## src/prl_pkg.sv

```systemverilog
// Purpose: shared constants and types for the port two rate limiter
// Assumes: 16-bit host register port, byte addresses, 125 MHz core clock
// Notes:   limit code 0 always means no limiting
`default_nettype none
package prl_pkg;
    // ------------------------------------------------------------
    // register map (byte addresses)
    // ------------------------------------------------------------
    localparam logic [11:0] PRL_OFF_COUNT_CTRL = 12'h08A;
    localparam logic [11:0] PRL_OFF_ING_LOW    = 12'h08C;
    localparam logic [11:0] PRL_OFF_ING_HIGH   = 12'h08E;
    localparam logic [11:0] PRL_OFF_EG_LOW     = 12'h090;

    // ------------------------------------------------------------
    // field positions and reset values
    // ------------------------------------------------------------
    localparam int          PRL_PRE_BIT     = 0;
    localparam int          PRL_GAP_BIT     = 1;
    localparam int          PRL_CLASS_LSB   = 2;
    localparam int          PRL_CTRL_W      = 5;  // bits 15..5 read as zero
    localparam int          PRL_LIM_LO_LSB  = 0;
    localparam int          PRL_LIM_HI_LSB  = 8;
    localparam int          PRL_EG_EN_BIT   = 7;
    localparam int          PRL_CODE_W      = 7;
    localparam logic [15:0] PRL_RST_CTRL    = 16'h0000;
    localparam logic [15:0] PRL_RST_LIMIT   = 16'h0000;
    localparam logic [6:0]  PRL_CODE_NOLIM  = 7'h00;

    // ------------------------------------------------------------
    // per-frame overhead and metering timing
    // ------------------------------------------------------------
    localparam logic [15:0] PRL_GAP_BYTES   = 16'h000C;
    localparam logic [15:0] PRL_PRE_BYTES   = 16'h0008;
    localparam int          PRL_CLK_PS      = 8000;
    localparam int          PRL_REFILL_NS   = 1000;
    localparam int          PRL_REFILL_CYC  = (PRL_REFILL_NS * 1000) / PRL_CLK_PS;
    localparam logic [17:0] PRL_BURST_BYTES = 18'h00800;

    // ingress class selector codes
    typedef enum logic [1:0] {
        PRL_CLS_ALL   = 2'b00,
        PRL_CLS_BMF   = 2'b01,
        PRL_CLS_BM    = 2'b10,
        PRL_CLS_BCAST = 2'b11
    } prl_class_t;

    // egress scheduling states
    typedef enum logic [1:0] {
        PRL_EG_IDLE  = 2'b00,
        PRL_EG_WAIT  = 2'b01,
        PRL_EG_GRANT = 2'b10
    } prl_eg_state_t;

    // code to bytes-per-refill table; entry 0 unused (no limit)
    typedef logic [127:0][15:0] prl_lut_t;

    function automatic prl_lut_t prl_lut_default();
        prl_lut_t t;
        for (int i = 0; i < 128; i++) begin
            t[i] = 16'(i);
        end
        return t;
    endfunction
endpackage
`default_nettype wire

```

## src/prl_meter_if.sv

```systemverilog
// Purpose: request and answer bundle between the limiter and its meters
// Assumes: one lane per metered priority or queue
// Notes:   purely combinational signals, no clock inside
`default_nettype none
interface prl_meter_if #(parameter int N = 4);
    logic [N-1:0][6:0] code;
    logic [15:0]       cost;
    logic [N-1:0]      charge;
    logic [N-1:0]      ok;
    modport ctl (output code, output cost, output charge, input ok);
    modport mtr (input code, input cost, input charge, output ok);
endinterface
`default_nettype wire

```

## src/prl_frame_cost.sv

```systemverilog
// Purpose: byte cost of one frame for rate accounting
// Assumes: length excludes preamble and gap
// Notes:   combinational
`default_nettype none
module prl_frame_cost
    import prl_pkg::*;
(
    input  wire logic [10:0] len_i,
    input  wire logic        gap_en_i,
    input  wire logic        pre_en_i,
    output var  logic [15:0] cost_o
);
    // ------------------------------------------------------------
    // overhead add
    // ------------------------------------------------------------
    // (RL2) gap bytes added
    // (RL3) preamble bytes added
    always_comb begin
        cost_o = {5'h00, len_i};
        if (gap_en_i) begin
            cost_o = cost_o + PRL_GAP_BYTES;
        end
        if (pre_en_i) begin
            cost_o = cost_o + PRL_PRE_BYTES;
        end
    end
endmodule // prl_frame_cost
`default_nettype wire

```

## src/prl_port_rate_limiter.sv

```systemverilog
// Purpose: port two ingress policer and egress shaper with its registers
// Assumes: frame descriptors synchronous to ref_clk_i, one at a time
// Notes:   16-bit host register port with byte enables, ack one cycle later
//
// What this block does
// (RL1) two-bit class code picks which ingress frames are counted and limited
// (RL2) gap bit adds 12 bytes per frame to ingress and egress counts
// (RL3) preamble bit adds 8 bytes per frame to ingress and egress counts
// (RL4) priority 0 ingress policed by low word bits 6..0
// (RL5) priority 1 ingress policed by low word bits 14..8
// (RL6) priorities 2 and 3 policed by high word bits 6..0 and 14..8
// (RL7) limit code zero means full rate, no limiting
// (RL8) egress limiting only while egress word bit 7 is set
// (RL9) priority 0 egress paced by egress word bits 6..0
// (RL10) priority 1 egress paced by egress word bits 14..8
// (RL11) single egress queue applies only the priority 0 limit
// (RL12) two queues apply only priority 0 and 1 limits
// (RL13) codes become byte rates through a parameter table
// (RL14) frames outside the selected class pass uncounted
`default_nettype none
module prl_port_rate_limiter
    import prl_pkg::*;
#(
    parameter prl_lut_t RATE_LUT = prl_lut_default()
) (
    input  wire logic        ref_clk_i,
    input  wire logic        resetn_i,
    input  wire logic [11:0] reg_addr_i,
    input  wire logic        reg_wr_i,
    input  wire logic        reg_rd_i,
    input  wire logic [1:0]  reg_be_i,
    input  wire logic [15:0] reg_wdata_i,
    output logic      [15:0] reg_rdata_o,
    output logic             reg_ack_o,
    input  wire logic        ing_valid_i,
    input  wire logic [10:0] ing_len_i,
    input  wire logic [1:0]  ing_prio_i,
    input  wire logic        ing_bcast_i,
    input  wire logic        ing_mcast_i,
    input  wire logic        ing_flood_i,
    output logic             ing_done_o,
    output logic             ing_pass_o,
    input  wire logic        eg_req_i,
    input  wire logic [10:0] eg_len_i,
    input  wire logic [1:0]  eg_prio_i,
    input  wire logic        eg_two_queue_i,
    output logic             eg_grant_o
);
    logic [PRL_CTRL_W-1:0] cnt_ctrl_r;
    logic [15:0]           ing_low_r;
    logic [15:0]           ing_high_r;
    logic [15:0]           eg_low_r;
    logic [15:0]           rd_mux;
    logic                  gap_en;
    logic                  pre_en;
    prl_class_t            cls;
    logic                  ing_sel;
    logic                  ing_ok;
    logic                  eg_en;
    logic                  eg_lane;
    logic                  eg_ok;
    prl_eg_state_t         eg_state_r;
    prl_eg_state_t         eg_state_nxt;

    prl_meter_if #(.N(4)) ing_mif ();
    prl_meter_if #(.N(2)) eg_mif ();

    // ------------------------------------------------------------
    // register writes
    // ------------------------------------------------------------
    // byte-lane write of a 16-bit word
    function automatic logic [15:0] lane_wr(input logic [15:0] old, input logic [15:0] wd,
                                            input logic [1:0] be);
        return {be[1] ? wd[15:8] : old[15:8], be[0] ? wd[7:0] : old[7:0]};
    endfunction

    always_ff @(posedge ref_clk_i or negedge resetn_i) begin
        if (!resetn_i) begin
            cnt_ctrl_r <= PRL_RST_CTRL[PRL_CTRL_W-1:0];
            ing_low_r  <= PRL_RST_LIMIT;
            ing_high_r <= PRL_RST_LIMIT;
            eg_low_r   <= PRL_RST_LIMIT;
        end else if (reg_wr_i) begin
            case (reg_addr_i)
                // upper bits are read-only zero, only the low byte can land
                PRL_OFF_COUNT_CTRL: begin
                    if (reg_be_i[0]) begin
                        cnt_ctrl_r <= reg_wdata_i[PRL_CTRL_W-1:0];
                    end
                end
                PRL_OFF_ING_LOW:  ing_low_r  <= lane_wr(ing_low_r, reg_wdata_i, reg_be_i);
                PRL_OFF_ING_HIGH: ing_high_r <= lane_wr(ing_high_r, reg_wdata_i, reg_be_i);
                PRL_OFF_EG_LOW:   eg_low_r   <= lane_wr(eg_low_r, reg_wdata_i, reg_be_i);
                default: ;
            endcase
        end
    end

    // ------------------------------------------------------------
    // register reads
    // ------------------------------------------------------------
    // unmapped addresses read as zero
    always_comb begin
        case (reg_addr_i)
            PRL_OFF_COUNT_CTRL: rd_mux = {{(16 - PRL_CTRL_W){1'b0}}, cnt_ctrl_r};
            PRL_OFF_ING_LOW:    rd_mux = ing_low_r;
            PRL_OFF_ING_HIGH:   rd_mux = ing_high_r;
            PRL_OFF_EG_LOW:     rd_mux = eg_low_r;
            default:            rd_mux = 16'h0000;
        endcase
    end

    always_ff @(posedge ref_clk_i or negedge resetn_i) begin
        if (!resetn_i) begin
            reg_rdata_o <= 16'h0000;
            reg_ack_o   <= 1'b0;
        end else begin
            reg_ack_o   <= reg_wr_i | reg_rd_i;
            reg_rdata_o <= reg_rd_i ? rd_mux : 16'h0000;
        end
    end

    // ------------------------------------------------------------
    // control decode
    // ------------------------------------------------------------
    assign gap_en = cnt_ctrl_r[PRL_GAP_BIT];
    assign pre_en = cnt_ctrl_r[PRL_PRE_BIT];
    assign cls    = prl_class_t'(cnt_ctrl_r[PRL_CLASS_LSB +: 2]);
    assign eg_en  = eg_low_r[PRL_EG_EN_BIT];

    // (RL1) class selection
    always_comb begin
        case (cls)
            PRL_CLS_ALL:   ing_sel = 1'b1;
            PRL_CLS_BMF:   ing_sel = ing_bcast_i | ing_mcast_i | ing_flood_i;
            PRL_CLS_BM:    ing_sel = ing_bcast_i | ing_mcast_i;
            PRL_CLS_BCAST: ing_sel = ing_bcast_i;
            default:       ing_sel = 1'b1;
        endcase
    end

    // ------------------------------------------------------------
    // ingress policing
    // ------------------------------------------------------------
    // (RL4) priority 0 code
    assign ing_mif.code[0] = ing_low_r[PRL_LIM_LO_LSB +: PRL_CODE_W];
    // (RL5) priority 1 code
    assign ing_mif.code[1] = ing_low_r[PRL_LIM_HI_LSB +: PRL_CODE_W];
    // (RL6) priority 2 and 3 codes
    assign ing_mif.code[2] = ing_high_r[PRL_LIM_LO_LSB +: PRL_CODE_W];
    assign ing_mif.code[3] = ing_high_r[PRL_LIM_HI_LSB +: PRL_CODE_W];

    assign ing_ok = ing_mif.ok[ing_prio_i];

    // (RL14) unselected frames bypass
    always_comb begin
        ing_mif.charge = 4'h0;
        if (ing_valid_i && ing_sel && ing_ok) begin
            ing_mif.charge[ing_prio_i] = 1'b1;  // dropped frames are not charged
        end
    end

    prl_frame_cost u_ing_cost (
        .len_i    (ing_len_i),
        .gap_en_i (gap_en),
        .pre_en_i (pre_en),
        .cost_o   (ing_mif.cost)
    );

    prl_token_meter #(.N(4), .LUT(RATE_LUT)) u_ing_meter (
        .ref_clk_i (ref_clk_i),
        .resetn_i  (resetn_i),
        .m         (ing_mif.mtr)
    );

    // verdict one cycle after the descriptor
    always_ff @(posedge ref_clk_i or negedge resetn_i) begin
        if (!resetn_i) begin
            ing_done_o <= 1'b0;
            ing_pass_o <= 1'b0;
        end else begin
            ing_done_o <= ing_valid_i;
            ing_pass_o <= ing_valid_i & (~ing_sel | ing_ok);
        end
    end

    // ------------------------------------------------------------
    // egress shaping
    // ------------------------------------------------------------
    // (RL11) one queue folds onto lane 0
    // (RL12) two queues use lanes 0 and 1 only
    assign eg_lane = eg_two_queue_i & (eg_prio_i != 2'b00);
    // (RL9) priority 0 pacing code
    assign eg_mif.code[0] = eg_low_r[PRL_LIM_LO_LSB +: PRL_CODE_W];
    // (RL10) priority 1 pacing code
    assign eg_mif.code[1] = eg_two_queue_i ? eg_low_r[PRL_LIM_HI_LSB +: PRL_CODE_W] : PRL_CODE_NOLIM;
    // (RL8) enable gates the shaper
    assign eg_ok = ~eg_en | eg_mif.ok[eg_lane];

    always_comb begin
        eg_mif.charge = 2'b00;
        if (eg_state_r == PRL_EG_WAIT && eg_en && eg_mif.ok[eg_lane]) begin
            eg_mif.charge[eg_lane] = 1'b1;
        end
    end

    prl_frame_cost u_eg_cost (
        .len_i    (eg_len_i),
        .gap_en_i (gap_en),
        .pre_en_i (pre_en),
        .cost_o   (eg_mif.cost)
    );

    prl_token_meter #(.N(2), .LUT(RATE_LUT)) u_eg_meter (
        .ref_clk_i (ref_clk_i),
        .resetn_i  (resetn_i),
        .m         (eg_mif.mtr)
    );

    // holding a frame back is how the transmit rate is limited
    always_comb begin
        case (eg_state_r)
            PRL_EG_IDLE:  eg_state_nxt = eg_req_i ? PRL_EG_WAIT : PRL_EG_IDLE;
            PRL_EG_WAIT:  eg_state_nxt = eg_ok ? PRL_EG_GRANT : PRL_EG_WAIT;
            PRL_EG_GRANT: eg_state_nxt = PRL_EG_IDLE;
            default:      eg_state_nxt = PRL_EG_IDLE;
        endcase
    end

    always_ff @(posedge ref_clk_i or negedge resetn_i) begin
        if (!resetn_i) begin
            eg_state_r <= PRL_EG_IDLE;
            eg_grant_o <= 1'b0;
        end else begin
            eg_state_r <= eg_state_nxt;
            eg_grant_o <= (eg_state_r == PRL_EG_WAIT) & eg_ok;
        end
    end
endmodule // prl_port_rate_limiter
`default_nettype wire

```

## src/prl_token_meter.sv

```systemverilog
// Purpose: bank of byte token buckets, one per lane
// Assumes: charge only raised for lanes that answered ok
// Notes:   credit may go negative by one frame; it then blocks until refilled
`default_nettype none
module prl_token_meter
    import prl_pkg::*;
#(
    parameter int       N   = 4,
    parameter prl_lut_t LUT = prl_lut_default()
) (
    input  wire logic ref_clk_i,
    input  wire logic resetn_i,
    prl_meter_if.mtr  m
);
    logic        [7:0]        tick_cnt_r;
    logic                     tick;
    // unpacked so each lane element keeps its sign in compares
    logic signed [17:0]        credit_r   [N];
    logic signed [17:0]        credit_nxt [N];

    // ------------------------------------------------------------
    // refill timebase
    // ------------------------------------------------------------
    assign tick = (tick_cnt_r == 8'(PRL_REFILL_CYC - 1));

    always_ff @(posedge ref_clk_i or negedge resetn_i) begin
        if (!resetn_i) begin
            tick_cnt_r <= 8'h00;
        end else if (tick) begin
            tick_cnt_r <= 8'h00;
        end else begin
            tick_cnt_r <= tick_cnt_r + 8'h01;
        end
    end

    // ------------------------------------------------------------
    // credit update per lane
    // ------------------------------------------------------------
    // (RL13) table lookup per code
    always_comb begin
        for (int i = 0; i < N; i++) begin
            credit_nxt[i] = credit_r[i];
            if (m.code[i] == PRL_CODE_NOLIM) begin
                credit_nxt[i] = PRL_BURST_BYTES;  // (RL7) full rate
            end else begin
                if (tick) begin
                    credit_nxt[i] = credit_nxt[i] + $signed({2'b00, LUT[m.code[i]]});
                end
                if (credit_nxt[i] > $signed(PRL_BURST_BYTES)) begin
                    credit_nxt[i] = PRL_BURST_BYTES;
                end
                if (m.charge[i]) begin
                    credit_nxt[i] = credit_nxt[i] - $signed({2'b00, m.cost});
                end
            end
            m.ok[i] = (m.code[i] == PRL_CODE_NOLIM) || (credit_r[i] > 18'sh00000);
        end
    end

    always_ff @(posedge ref_clk_i or negedge resetn_i) begin
        if (!resetn_i) begin
            credit_r <= '{default: PRL_BURST_BYTES};
        end else begin
            credit_r <= credit_nxt;
        end
    end
endmodule // prl_token_meter
`default_nettype wire

```

## config.mk

```make
export PLATFORM = sky130hd
export DESIGN_NAME = prl_port_rate_limiter
export DESIGN_NICKNAME = d
export VERILOG_FILES = /design/src/prl_pkg.sv /design/src/prl_meter_if.sv /design/src/prl_frame_cost.sv /design/src/prl_port_rate_limiter.sv /design/src/prl_token_meter.sv
export SDC_FILE = /design/constraint.sdc
export NUM_CORES = 1
export LEC_CHECK = 0
export BUFFER_PORTS_ARGS = -buffer_cell sky130_fd_sc_hd__buf_4
export CORE_MARGIN = 2
export CORE_UTILIZATION = 45
export CTS_BUF_LIST = sky130_fd_sc_hd__clkbuf_8
export DETAILED_ROUTE_END_ITERATION = 10
export GPL_TIMING_DRIVEN = 0
export SYNTH_ARGS = -nofsm -noshare
export SYNTH_HDL_FRONTEND = slang
export SYNTH_SLANG_ARGS = --single-unit
```

## constraint.sdc

```tcl
create_clock -name ref_clk_i -period 5.1 [get_ports ref_clk_i]
set_input_delay 0.255 -clock ref_clk_i [delete_from_list [all_inputs] [get_ports ref_clk_i]]
set_output_delay 0.255 -clock ref_clk_i [all_outputs]
set_load 0.05 [all_outputs]
```

# Word level (Yosys, flattened, before mapping)
# Memories as Yosys holds them, arrays and structs flattened.
# Cells that the tools add are included.
[word_totals]
register_bits = 199
romBits = 12288
inputBits = 66
out_inout_bits = 20
word_cells = 180
n_memories = 6
[op_classes]
add_sub_neg = 18
order_cmp = 22
n_eq_ne = 10
mux = 65
bitwise = 10
reduce_logical = 28
[memory_table]
columns = ["name", "depth", "width", "read_ports", "rd_clocked_by_memory_dff", "write_ports", "line", "rtl"]
rows = [
  ["(no name shown)", 128, 16, 1, 0, 0, "prl_token_meter.sv:47", "credit_nxt[i] = credit_nxt[i] + $signed({2'b00, LUT[m.code[i]]});"],
  ["(no name shown)", 128, 16, 1, 0, 0, "prl_token_meter.sv:47", ""],
  ["(no name shown)", 128, 16, 1, 0, 0, "prl_token_meter.sv:47", ""],
  ["(no name shown)", 128, 16, 1, 0, 0, "prl_token_meter.sv:47", ""],
  ["(no name shown)", 128, 16, 1, 0, 0, "prl_token_meter.sv:47", ""],
  ["(no name shown)", 128, 16, 1, 0, 0, "prl_token_meter.sv:47", ""],
]
[ops]
columns = ["op", "n"]
rows = [
  ["2-to-1 mux 18 bit", 36],
  ["2-to-1 mux 16 bit", 11],
  ["adder 18 x 17 -> 18 bit", 6],
  ["> comparator 18 x 1 -> 1 bit (second input constant)", 6],
  ["> comparator 18 x 13 -> 1 bit (second input constant)", 6],
  ["subtractor 18 x 17 -> 18 bit", 6],
  ["one-hot mux 16 bit (4 select lines)", 1],
  ["equality test 12 x 8 -> 1 bit (second input constant)", 4],
  ["less-than comparator 7 x 8 -> 1 bit (second input constant)", 6],
  ["zero test 7 bit", 6],
  ["adder 16 x 4 -> 16 bit (second input constant)", 2],
  ["adder 11 x 4 -> 12 bit (second input constant)", 2],
  ["AND reduction 3 bit", 7],
  ["adder 8 x 1 -> 8 bit (second input constant)", 2],
  ["equality test 8 x 7 -> 1 bit (second input constant)", 2],
  ["2-to-1 mux 8 bit", 2],
  ["2-to-1 mux 7 bit", 1],
  ["logical AND 1 bit", 6],
  ["logical OR 1 bit", 6],
  ["2-to-1 mux 1 bit", 6],
  ["OR 1 bit", 5],
  ["equality test 2 x 1 -> 1 bit (second input constant)", 2],
  ["equality test 2 bit (second input constant)", 2],
  ["zero test 2 bit", 2],
  ["14 further kinds", 18],
]

# Longest topological paths before layout
# Gate-level depths: netlist of the first run.
[depth]
word_depth = 12
ltp_mapped = 24
depth_no_buf = 23

# Modules after synthesis
# From an unflattened synthesis of the first run, not the netlist that was laid out.
[hier_totals]
hier_cells = 2212
hier_area_um2 = 19203.4
[by_module_without_submodules]
columns = ["mod", "n_inst", "cells_each", "area_per_inst_um2", "seq_area_each_um2"]
rows = [
  ["prl_token_meter at u_ing_meter", 1, 1237, 9953.3, 2006.9],
  ["prl_token_meter at u_eg_meter", 1, 608, 5022.3, 1103.6],
  ["prl_port_rate_limiter", 1, 251, 3394.5, 1851.8],
  ["prl_frame_cost", 2, 58, 416.6, 0.0],
]

# Worst setup path after synthesis of the first run
# Ideal clock, no wire load.
[synth_path]
kind = "reg2reg"
startpoint = "register ing_low_r[8]"
endpoint = "register u_ing_meter.credit_r[53] (netlist bit)"
setup_ps = 144
t_arrival_ps = 5382
required_time_ps = 4956
path_slack_ps = -425
stages_incl_launch_ff = 21
n_path_buf = 1
period_less_slack_ps = 5525
path_cell_list = "dfrtp_1 ha_1 fa_1 a211oi_1 o211ai_1 nand4_1 xor2_1 o21ai_0 o41ai_1 a21oi_1 clkbuf_1 nor2_1 ha_1 nor2b_1 o31a_1 o211ai_1 a21oi_1 or4b_2 a211oi_1 and3_1 nor3_1"
[synth_rtl]
columns = ["item", "line", "rtl"]
rows = [
  ["from (decl)", "prl_port_rate_limiter.sv:50", "logic [15:0] ing_low_r;"],
  ["from (signal assigned)", "prl_port_rate_limiter.sv:91", "PRL_OFF_ING_LOW: ing_low_r <= lane_wr(ing_low_r, reg_wdata_i, reg_be_i);"],
  ["to (signal assigned)", "prl_token_meter.sv:64", "credit_r <= credit_nxt;"],
  ["to (decl)", "prl_token_meter.sv:18", "logic signed [17:0] credit_r [N];"],
]

==> reports/metrics.csv, run 1 <==
metric,value,unit
peak supply drop,0.0001180,V
post-route ant nets,0,
PortBufs,80,
die span in y,201.4,µm
syn_area_per_cell,8.548,µm²
final setup margin,-0.1074,ns
CTS tree,built,
power share of the clock group,35.4,%
GRT Total Usage,26.46,%
vias per inst,5.945,
Synth Area in Simple Gates,22.05,%
Psw,0.0009241,W
global-route wire length before repair,86150,µm
number of H-tree levels,4,
crit-path max FO,5,
total CTS buffers,17,
Yosys reg bits,198,
Initial Util,45.47,%
post-synthesis xor/xnor area fraction,9.542,%
yosys warns,0,
outcome,"finished, violations left",
Final Wtd Congestion,0.8834,
"Async S/R FF share, synth",100.0,%
post-route clock period utilization,102.1,%
WS Path Type,register to register,
WL final,55230,µm
Syn Inst Count,2051,
Sw Ratio,30.09,%
leading area contributor after synthesis,dfrtp_1,
share of the synthesized area in the top cell type,27.41,%
Clock Skews,0.01755,ns
router iterations before antenna repair,5,
RSZ-0062 raised after global routing,yes,
initial antenna violation count,0,
Max-Cap Viols,0,
share of layout cells above drive strength 1,23.76,%
leakage power,9.436,nW
Syn-to-layout area delta,23.62,%
Slew Limit Headroom,13.28,%
main flop type after synthesis,dfrtp_1,
Skew-Pair Late Insertion Delay,0.52,ns
Root Buffer Master,clkbuf_8,
"Reg clk slew, reported paths",0.12,ns
Total Power,0.003072,W
FF+latch area,0.004969,mm²
proportion of synthesized area in mux cells,6.302,%
Detail Placement HPWL,40770,µm
Netlist cell types,93,
routed len/inst,19.73,µm
register share of total power,51.9,%
Multi-input gate area,0.01350,mm²
Fill cells,3575,
largest net degree at the start of global routing,104,
Int Power,0.002148,W
DRT iter0 DRCs,1082,
Synth Cell Area,0.01753,mm²
f_max,0.1920,GHz
most frequent cell after synthesis,nor2_1,
"top cells by count, synth","nor2_1, dfrtp_1, nand2_1",
Logic pwr share,12.8,%
clk buf depth,2,
Die Wd,201.4,µm
nets,2474,
Die Area,0.04055,mm²
Synth Area in Compound Gates,20.32,%
Worst-Margin Slew,1.287,ns
Final Hold Vio Count,0,
WHS,0.01990,ns
Setup crit end kind,register,
clock sinks,198,
register area share after synthesis,28.30,%
startpoint types,register,
Post-synth EDFFs,0,
pwr/cell area,141.7,mW/mm²
drc violations,0,
Hold Crit Class,primary input to register,
Final Max Tran Viols,0,
area share of fa/ha/maj cells after synthesis,10.51,%
Congestion Overflow GR,0,
CORE AREA,0.03856,mm²
sum of negative setup slack,-0.2812,ns
Final Critical Period,5.207,ns
vias in the first global route,16310,
main combinational cell family by area after synthesis,simple AND/OR/NAND/NOR gates,
Critical Path AT,5.63,ns
Boundary Pins,86,
total vias in the final route,16640,
row count,72,
worst path required time,5.52,ns
failing checks,setup timing,
antenna cell count,0,
Final Setup Violations,6,
Synth area leaders,"dfrtp_1, ha_1, xnor2_1",
## path summary, 6_finish.rpt
path                                                     start                                   to  slack (ns)  cells past startpoint
max                                    eg_low_r[8]$_DFFE_PN0P_    u_eg_meter.credit_r[17]$_DFF_PN0_       -0.11                     21
min                                                   eg_req_i              eg_state_r[0]$_DFF_PN0_        0.02                      3
max reg2reg                            eg_low_r[8]$_DFFE_PN0P_    u_eg_meter.credit_r[17]$_DFF_PN0_       -0.11                     21
min reg2reg                u_ing_meter.tick_cnt_r[0]$_DFF_PN0_  u_ing_meter.tick_cnt_r[0]$_DFF_PN0_        0.48                      1
max in group asynchronous                             resetn_i   u_ing_meter.credit_r[47]$_DFF_PN1_        3.82                      3
min in group asynchronous                             resetn_i    u_eg_meter.credit_r[30]$_DFF_PN0_        0.32                      2
## final cells by class
cell class,instances,share of cell area [%]
multi-input cells,1725,62.30
flip-flops and latches,198,22.92
repair buffers,198,7.216
well taps,518,2.990
plain buffers,64,1.651
inverters,64,1.108
clock buffers,17,1.080
clock inverters,15,0.7274
## registers in the layout (all words and copies together) (netlist names)
name,count
u_ing_meter.credit_r,72
u_eg_meter.credit_r,36
eg_low_r,16
ing_high_r,16
ing_low_r,16
reg_rdata_o,16
u_eg_meter.tick_cnt_r,8
u_ing_meter.tick_cnt_r,8
cnt_ctrl_r,5
eg_grant_o,1
eg_state_r,1
ing_done_o,1
ing_pass_o,1
reg_ack_o,1
## cells by family (layout without fill, tap and decap cells)
kind of cell	Yosys count	count (layout)
muxes	103	103
buffers and inverters	133	358
xor gates and xnor gates	191	191
and+or+nand+nor	773	773
DFF	198	198
other	1	6
AOI/OAI and AO/OA	512	512
adders and majority gates	140	140
## critical path: stages, from the launching register on
cell       delay, ns
dfrtp_1         0.40
and2_4          0.16
ha_4            0.12
inv_2           0.04
fa_2            0.39
xnor2_2         0.15
or4b_1          0.48
or3_1           0.33
or3_4           0.36
a2111oi_4       0.51
nor2_4          0.09
buf_6           0.15
nor2_4          0.11
ha_4            0.22
nand2b_4        0.08
a21oi_4         0.07
o41ai_4         0.28
o21ai_2         0.14
o41ai_4         0.38
o21ai_2         0.11
or3_1           0.37
and3_1          0.18
## placed cells by master, fill, tap and decap left out, types with 11 or more instances in the layout
cell / count
nand3_1: 58
clkbuf_1: 36
ha_4: 14
o32ai_1: 43
mux2_2: 59
o211ai_1: 14
and3_1: 37
nor3_1: 62
xnor2_1: 92
inv_1: 62
o22ai_1: 15
a211oi_1: 13
o21ai_2: 13
o21a_1: 27
nor2b_1: 14
or3_1: 24
nor4_1: 21
a21o_1: 22
a21oi_2: 16
dfrtp_1: 187
nor2_1: 218
o21bai_1: 14
dlygate4sd3_1: 15
a21oi_1: 74
nand4_1: 32
mux2i_1: 44
xor2_1: 81
o21ai_0: 80
clkbuf_8: 19
or4_1: 11
nand2b_1: 22
or2_2: 15
buf_4: 178
nand2_1: 144
and2_1: 38
o31ai_1: 15
ha_1: 105
## routing by layer
| layer | global-route usage (%) | share of wire [%] | up-vias |
|---|---|---|---|
| met4 | 9.349 | 3.2 | 0 |
| met1 | 34.53 | 44 | 8145 |
| met5 | 0 | 0 | - |
| met3 | 2.640 | 3.9 | 86 |
| met2 | 45.63 | 49 | 389 |
| li1 | - | - | 8021 |
## repair_timing
item / in CTS / in global routing
cloned: 0 / 1
hold endpoints to repair: 131 / 0
pin swaps: 62 / 104
resized for setup: 154 / 156
setup buffers: 52 / 49
setup endpoints to repair: 68 / 49
hold buffers: 15 / 0
## per-stage QoR
stage	util, %	cells	setup slack, ns	instance area (µm²)
final	56.21	2799	-0.1074	21670
after global routing	56.21	2799	-0.2392	21670
after CTS	53.27	2751	-0.02773	20540
after detailed placement	49.13	2656	-1.296	18940
after global placement	49.00	2654	-1.234	18890
after floorplan	-	2056	-0.01792	17650
## power by group through the flow
stage / Clock, W / Sequential, W / Combinational, W
finish: 0.00109 / 0.00159 / 0.000392
global route: 0.00117 / 0.00160 / 0.000430
CTS: 0.00111 / 0.00159 / 0.000369
detailed placement: 0 / 0.00162 / 0.000343
global placement: 0 / 0.00162 / 0.000333
floorplan: 0 / 0.00164 / 0.000172
(Power assumes the default switching activity.)
==> inputs of run 2 (changes only) <==
--- a/config.mk
+++ b/config.mk
@@ -12,3 +12,4 @@
 export DETAILED_ROUTE_END_ITERATION = 10
-export GPL_TIMING_DRIVEN = 0
+export GPL_TIMING_DRIVEN = 1
+export PLACE_DENSITY_LB_ADDON = 0.05
 export SYNTH_ARGS = -nofsm -noshare
--- a/constraint.sdc
+++ b/constraint.sdc
@@ -3,2 +3,2 @@
 set_output_delay 0.255 -clock ref_clk_i [all_outputs]
-set_load 0.05 [all_outputs]
+set_load 0.1 [all_outputs]
==> run 2 against run 1 <==
Effect of this change:
- the run now ends clean
- clock power grew 5%
- maximum frequency rose by 4.0%
- clock skew up 0.011 ns
- register-to-register slack improved by 0.20 ns
- routed wire length is 2.7% higher
- global-route usage rose by 0.84 points
- sequential power barely moved
- sequential share of layout area decreased by 0.84 points
- highest routed layer unchanged
- setup slack gained 0.20 ns
- largest cell class unchanged
- clock-buffer cell count unchanged
- flip-flop and latch count did not move
==> reports/metrics.csv, run 2 (synthesis results as in run 1) <==
metric,value,unit
outcome,"complete, no violations",
Max-Cap Viols,0,
Boundary Pins,86,
Slew Limit Headroom,30.26,%
Detail Placement HPWL,44620,µm
Die Wd,201.4,µm
final setup margin,0.09344,ns
crit-path max FO,5,
"commonest non-fill, non-tap cell in the layout",buf_4,
peak supply drop,0.0001606,V
number of H-tree levels,4,
router iterations before antenna repair,5,
r2r startpoint,ing_low_r[0]$_DFFE_PN0P_,
worst path cell trace,ha_2 -> fa_2 -> a211oi_4 -> o21ai_2 -> and2_4 -> or4_4 -> a311oi_4 -> nor2_2 -> or2_4 -> nor2_4 -> ha_1 -> nor2b_4 -> o31ai_4 -> a21oi_2 -> a41o_1 -> o41a_1 -> a221o_1 -> buf_6 -> nand3b_1 -> o31ai_2,
Initial Util,45.47,%
critical-path cell with the highest stage delay,or4_4,
antenna cell count,0,
initial antenna violation count,0,
die span in y,201.4,µm
Top Registers,"u_ing_meter.credit_r x72, u_eg_meter.credit_r x36",
Congestion Overflow GR,0,
leakage power,10.30,nW
f_max,0.1997,GHz
largest net degree at the start of global routing,108,
most frequent cells in the layout,"buf_4, nor2_1, dfrtp_1, nand2_1, ha_1",
vias per inst,5.825,
WL final,56700,µm
nets,2638,
global-route wire length before repair,89140,µm
Worst-Margin Slew,1.039,ns
R2R cell count,20,
Hold Path End,eg_low_r[3]$_DFFE_PN0P_,
Final Setup Violations,0,
Final Wtd Congestion,0.9150,
Die Area,0.04055,mm²
max reg flops,72,
Critical R2R Capture,u_ing_meter.credit_r[69]$_DFF_PN0_,
"Reg clk slew, reported paths",0.14,ns
Skew-Pair Late Insertion Delay,0.54,ns
Hold Crit Class,primary input to register,
pwr/cell area,140.7,mW/mm²
dpl cells,2876,
clk buf depth,2,
WS Path Type,register to register,
sum of negative setup slack,0,ns
Reg with most FFs,u_ing_meter.credit_r,
share of layout cells above drive strength 1,27.77,%
post-route clock period utilization,98.17,%
PortBufs,85,
Total Power,0.003163,W
Final Critical Period,5.007,ns
vias in the first global route,16840,
DRT iter0 DRCs,1173,
CTS tree,built,
Critical Path AT,5.44,ns
routed len/inst,19.14,µm
Root Buffer Master,clkbuf_8,
Setup crit end kind,register,
Final Hold Vio Count,0,
final non-filler cell total,2963,
CORE AREA,0.03856,mm²
RSZ-0062 raised after global routing,yes,
startpoint types,register,
drc violations,0,
GRT Total Usage,27.30,%
clock sinks,198,
Final Max Tran Viols,0,
post-route ant nets,0,
worst path required time,5.53,ns
Clock Skews,0.02849,ns
WHS,0.03020,ns
R2R Setup Slk,0.09,ns
Hold Path Origin,reg_wdata_i[3],
Max stage delay on crit path,0.44,ns
post-place setup slack,-0.2815,ns
total vias in the final route,17260,
total CTS buffers,17,
row count,72,
Hold Path Stages,2,
Syn-to-layout area delta,28.22,%
## run 2: area by class of cell
class	count	area, µm²
sequential	198	4965
timing repair buffer	426	3279
multi-input combinational	1725	12910
inverter	64	240.2
clock inverter	15	203.9
clock buffer	17	234.0
fill	3562	16080
tap	518	648.1
## run 2: metrics by stage
| stage | utilization, % | cell area (µm²) |
|---|---|---|
| final | 58.30 | 22480 |
| after CTS | 56.06 | 21610 |
| after floorplan | - | 17650 |
| after global routing | 58.30 | 22480 |
| after detailed placement | 53.95 | 20800 |
| after global placement | 53.95 | 20800 |
## run 2: power breakdown
part           total (W)  internal (W)  switching, W  leakage (nW)
registers        0.00159       0.00158     0.0000105          2.70
clock network    0.00114      0.000428      0.000713         0.218
logic           0.000432      0.000175      0.000257          7.38
## run 2: how the worst max path moves through the flow
stage,startpoint,end,cells after the start
floorplan,ing_low_r[8]$_DFFE_PN0P_,u_ing_meter.credit_r[53]$_DFF_PN0_,20
detailed placement,u_ing_meter.tick_cnt_r[1]$_DFF_PN0_,u_ing_meter.credit_r[53]$_DFF_PN0_,21
CTS,u_ing_meter.credit_r[54]$_DFF_PN0_,u_ing_meter.credit_r[71]$_DFF_PN0_,19
global route,ing_low_r[10]$_DFFE_PN0P_,u_ing_meter.credit_r[53]$_DFF_PN0_,21
finish,ing_low_r[0]$_DFFE_PN0P_,u_ing_meter.credit_r[69]$_DFF_PN0_,20
global placement,u_ing_meter.tick_cnt_r[0]$_DFF_PN0_,u_ing_meter.credit_r[53]$_DFF_PN0_,21
## run 2: per-layer routing
layer / part of all wire (%) / vias to the layer above / GRT usage (%)
li1: - / 8353 / -
met1: 47 / 8420 / 38.34
met2: 47 / 428 / 45.33
met3: 4.6 / 57 / 3.304
met4: 1.7 / 0 / 5.462
met5: 0 / - / 0
## run 2: what timing repair did
action / 4_1_cts / 5_1_grt
endpoints found under the hold margin: 143 / 0
hold buffers: 17 / 0
setup buffers: 8 / 32
pin swaps: 31 / 95
setup endpoints to repair: 28 / 48
resized for setup: 37 / 144
## run 2: worst max-delay path, delay by kind of cell, from the launching register on
family	cells	cell delay (ns)
buffers and inverters	1	0.15
adder cells (fa/ha/maj)	3	0.84
AO/OA/AOI/OAI	9	2.10
flip-flops	1	0.40
AND/OR/NAND/NOR	7	1.40
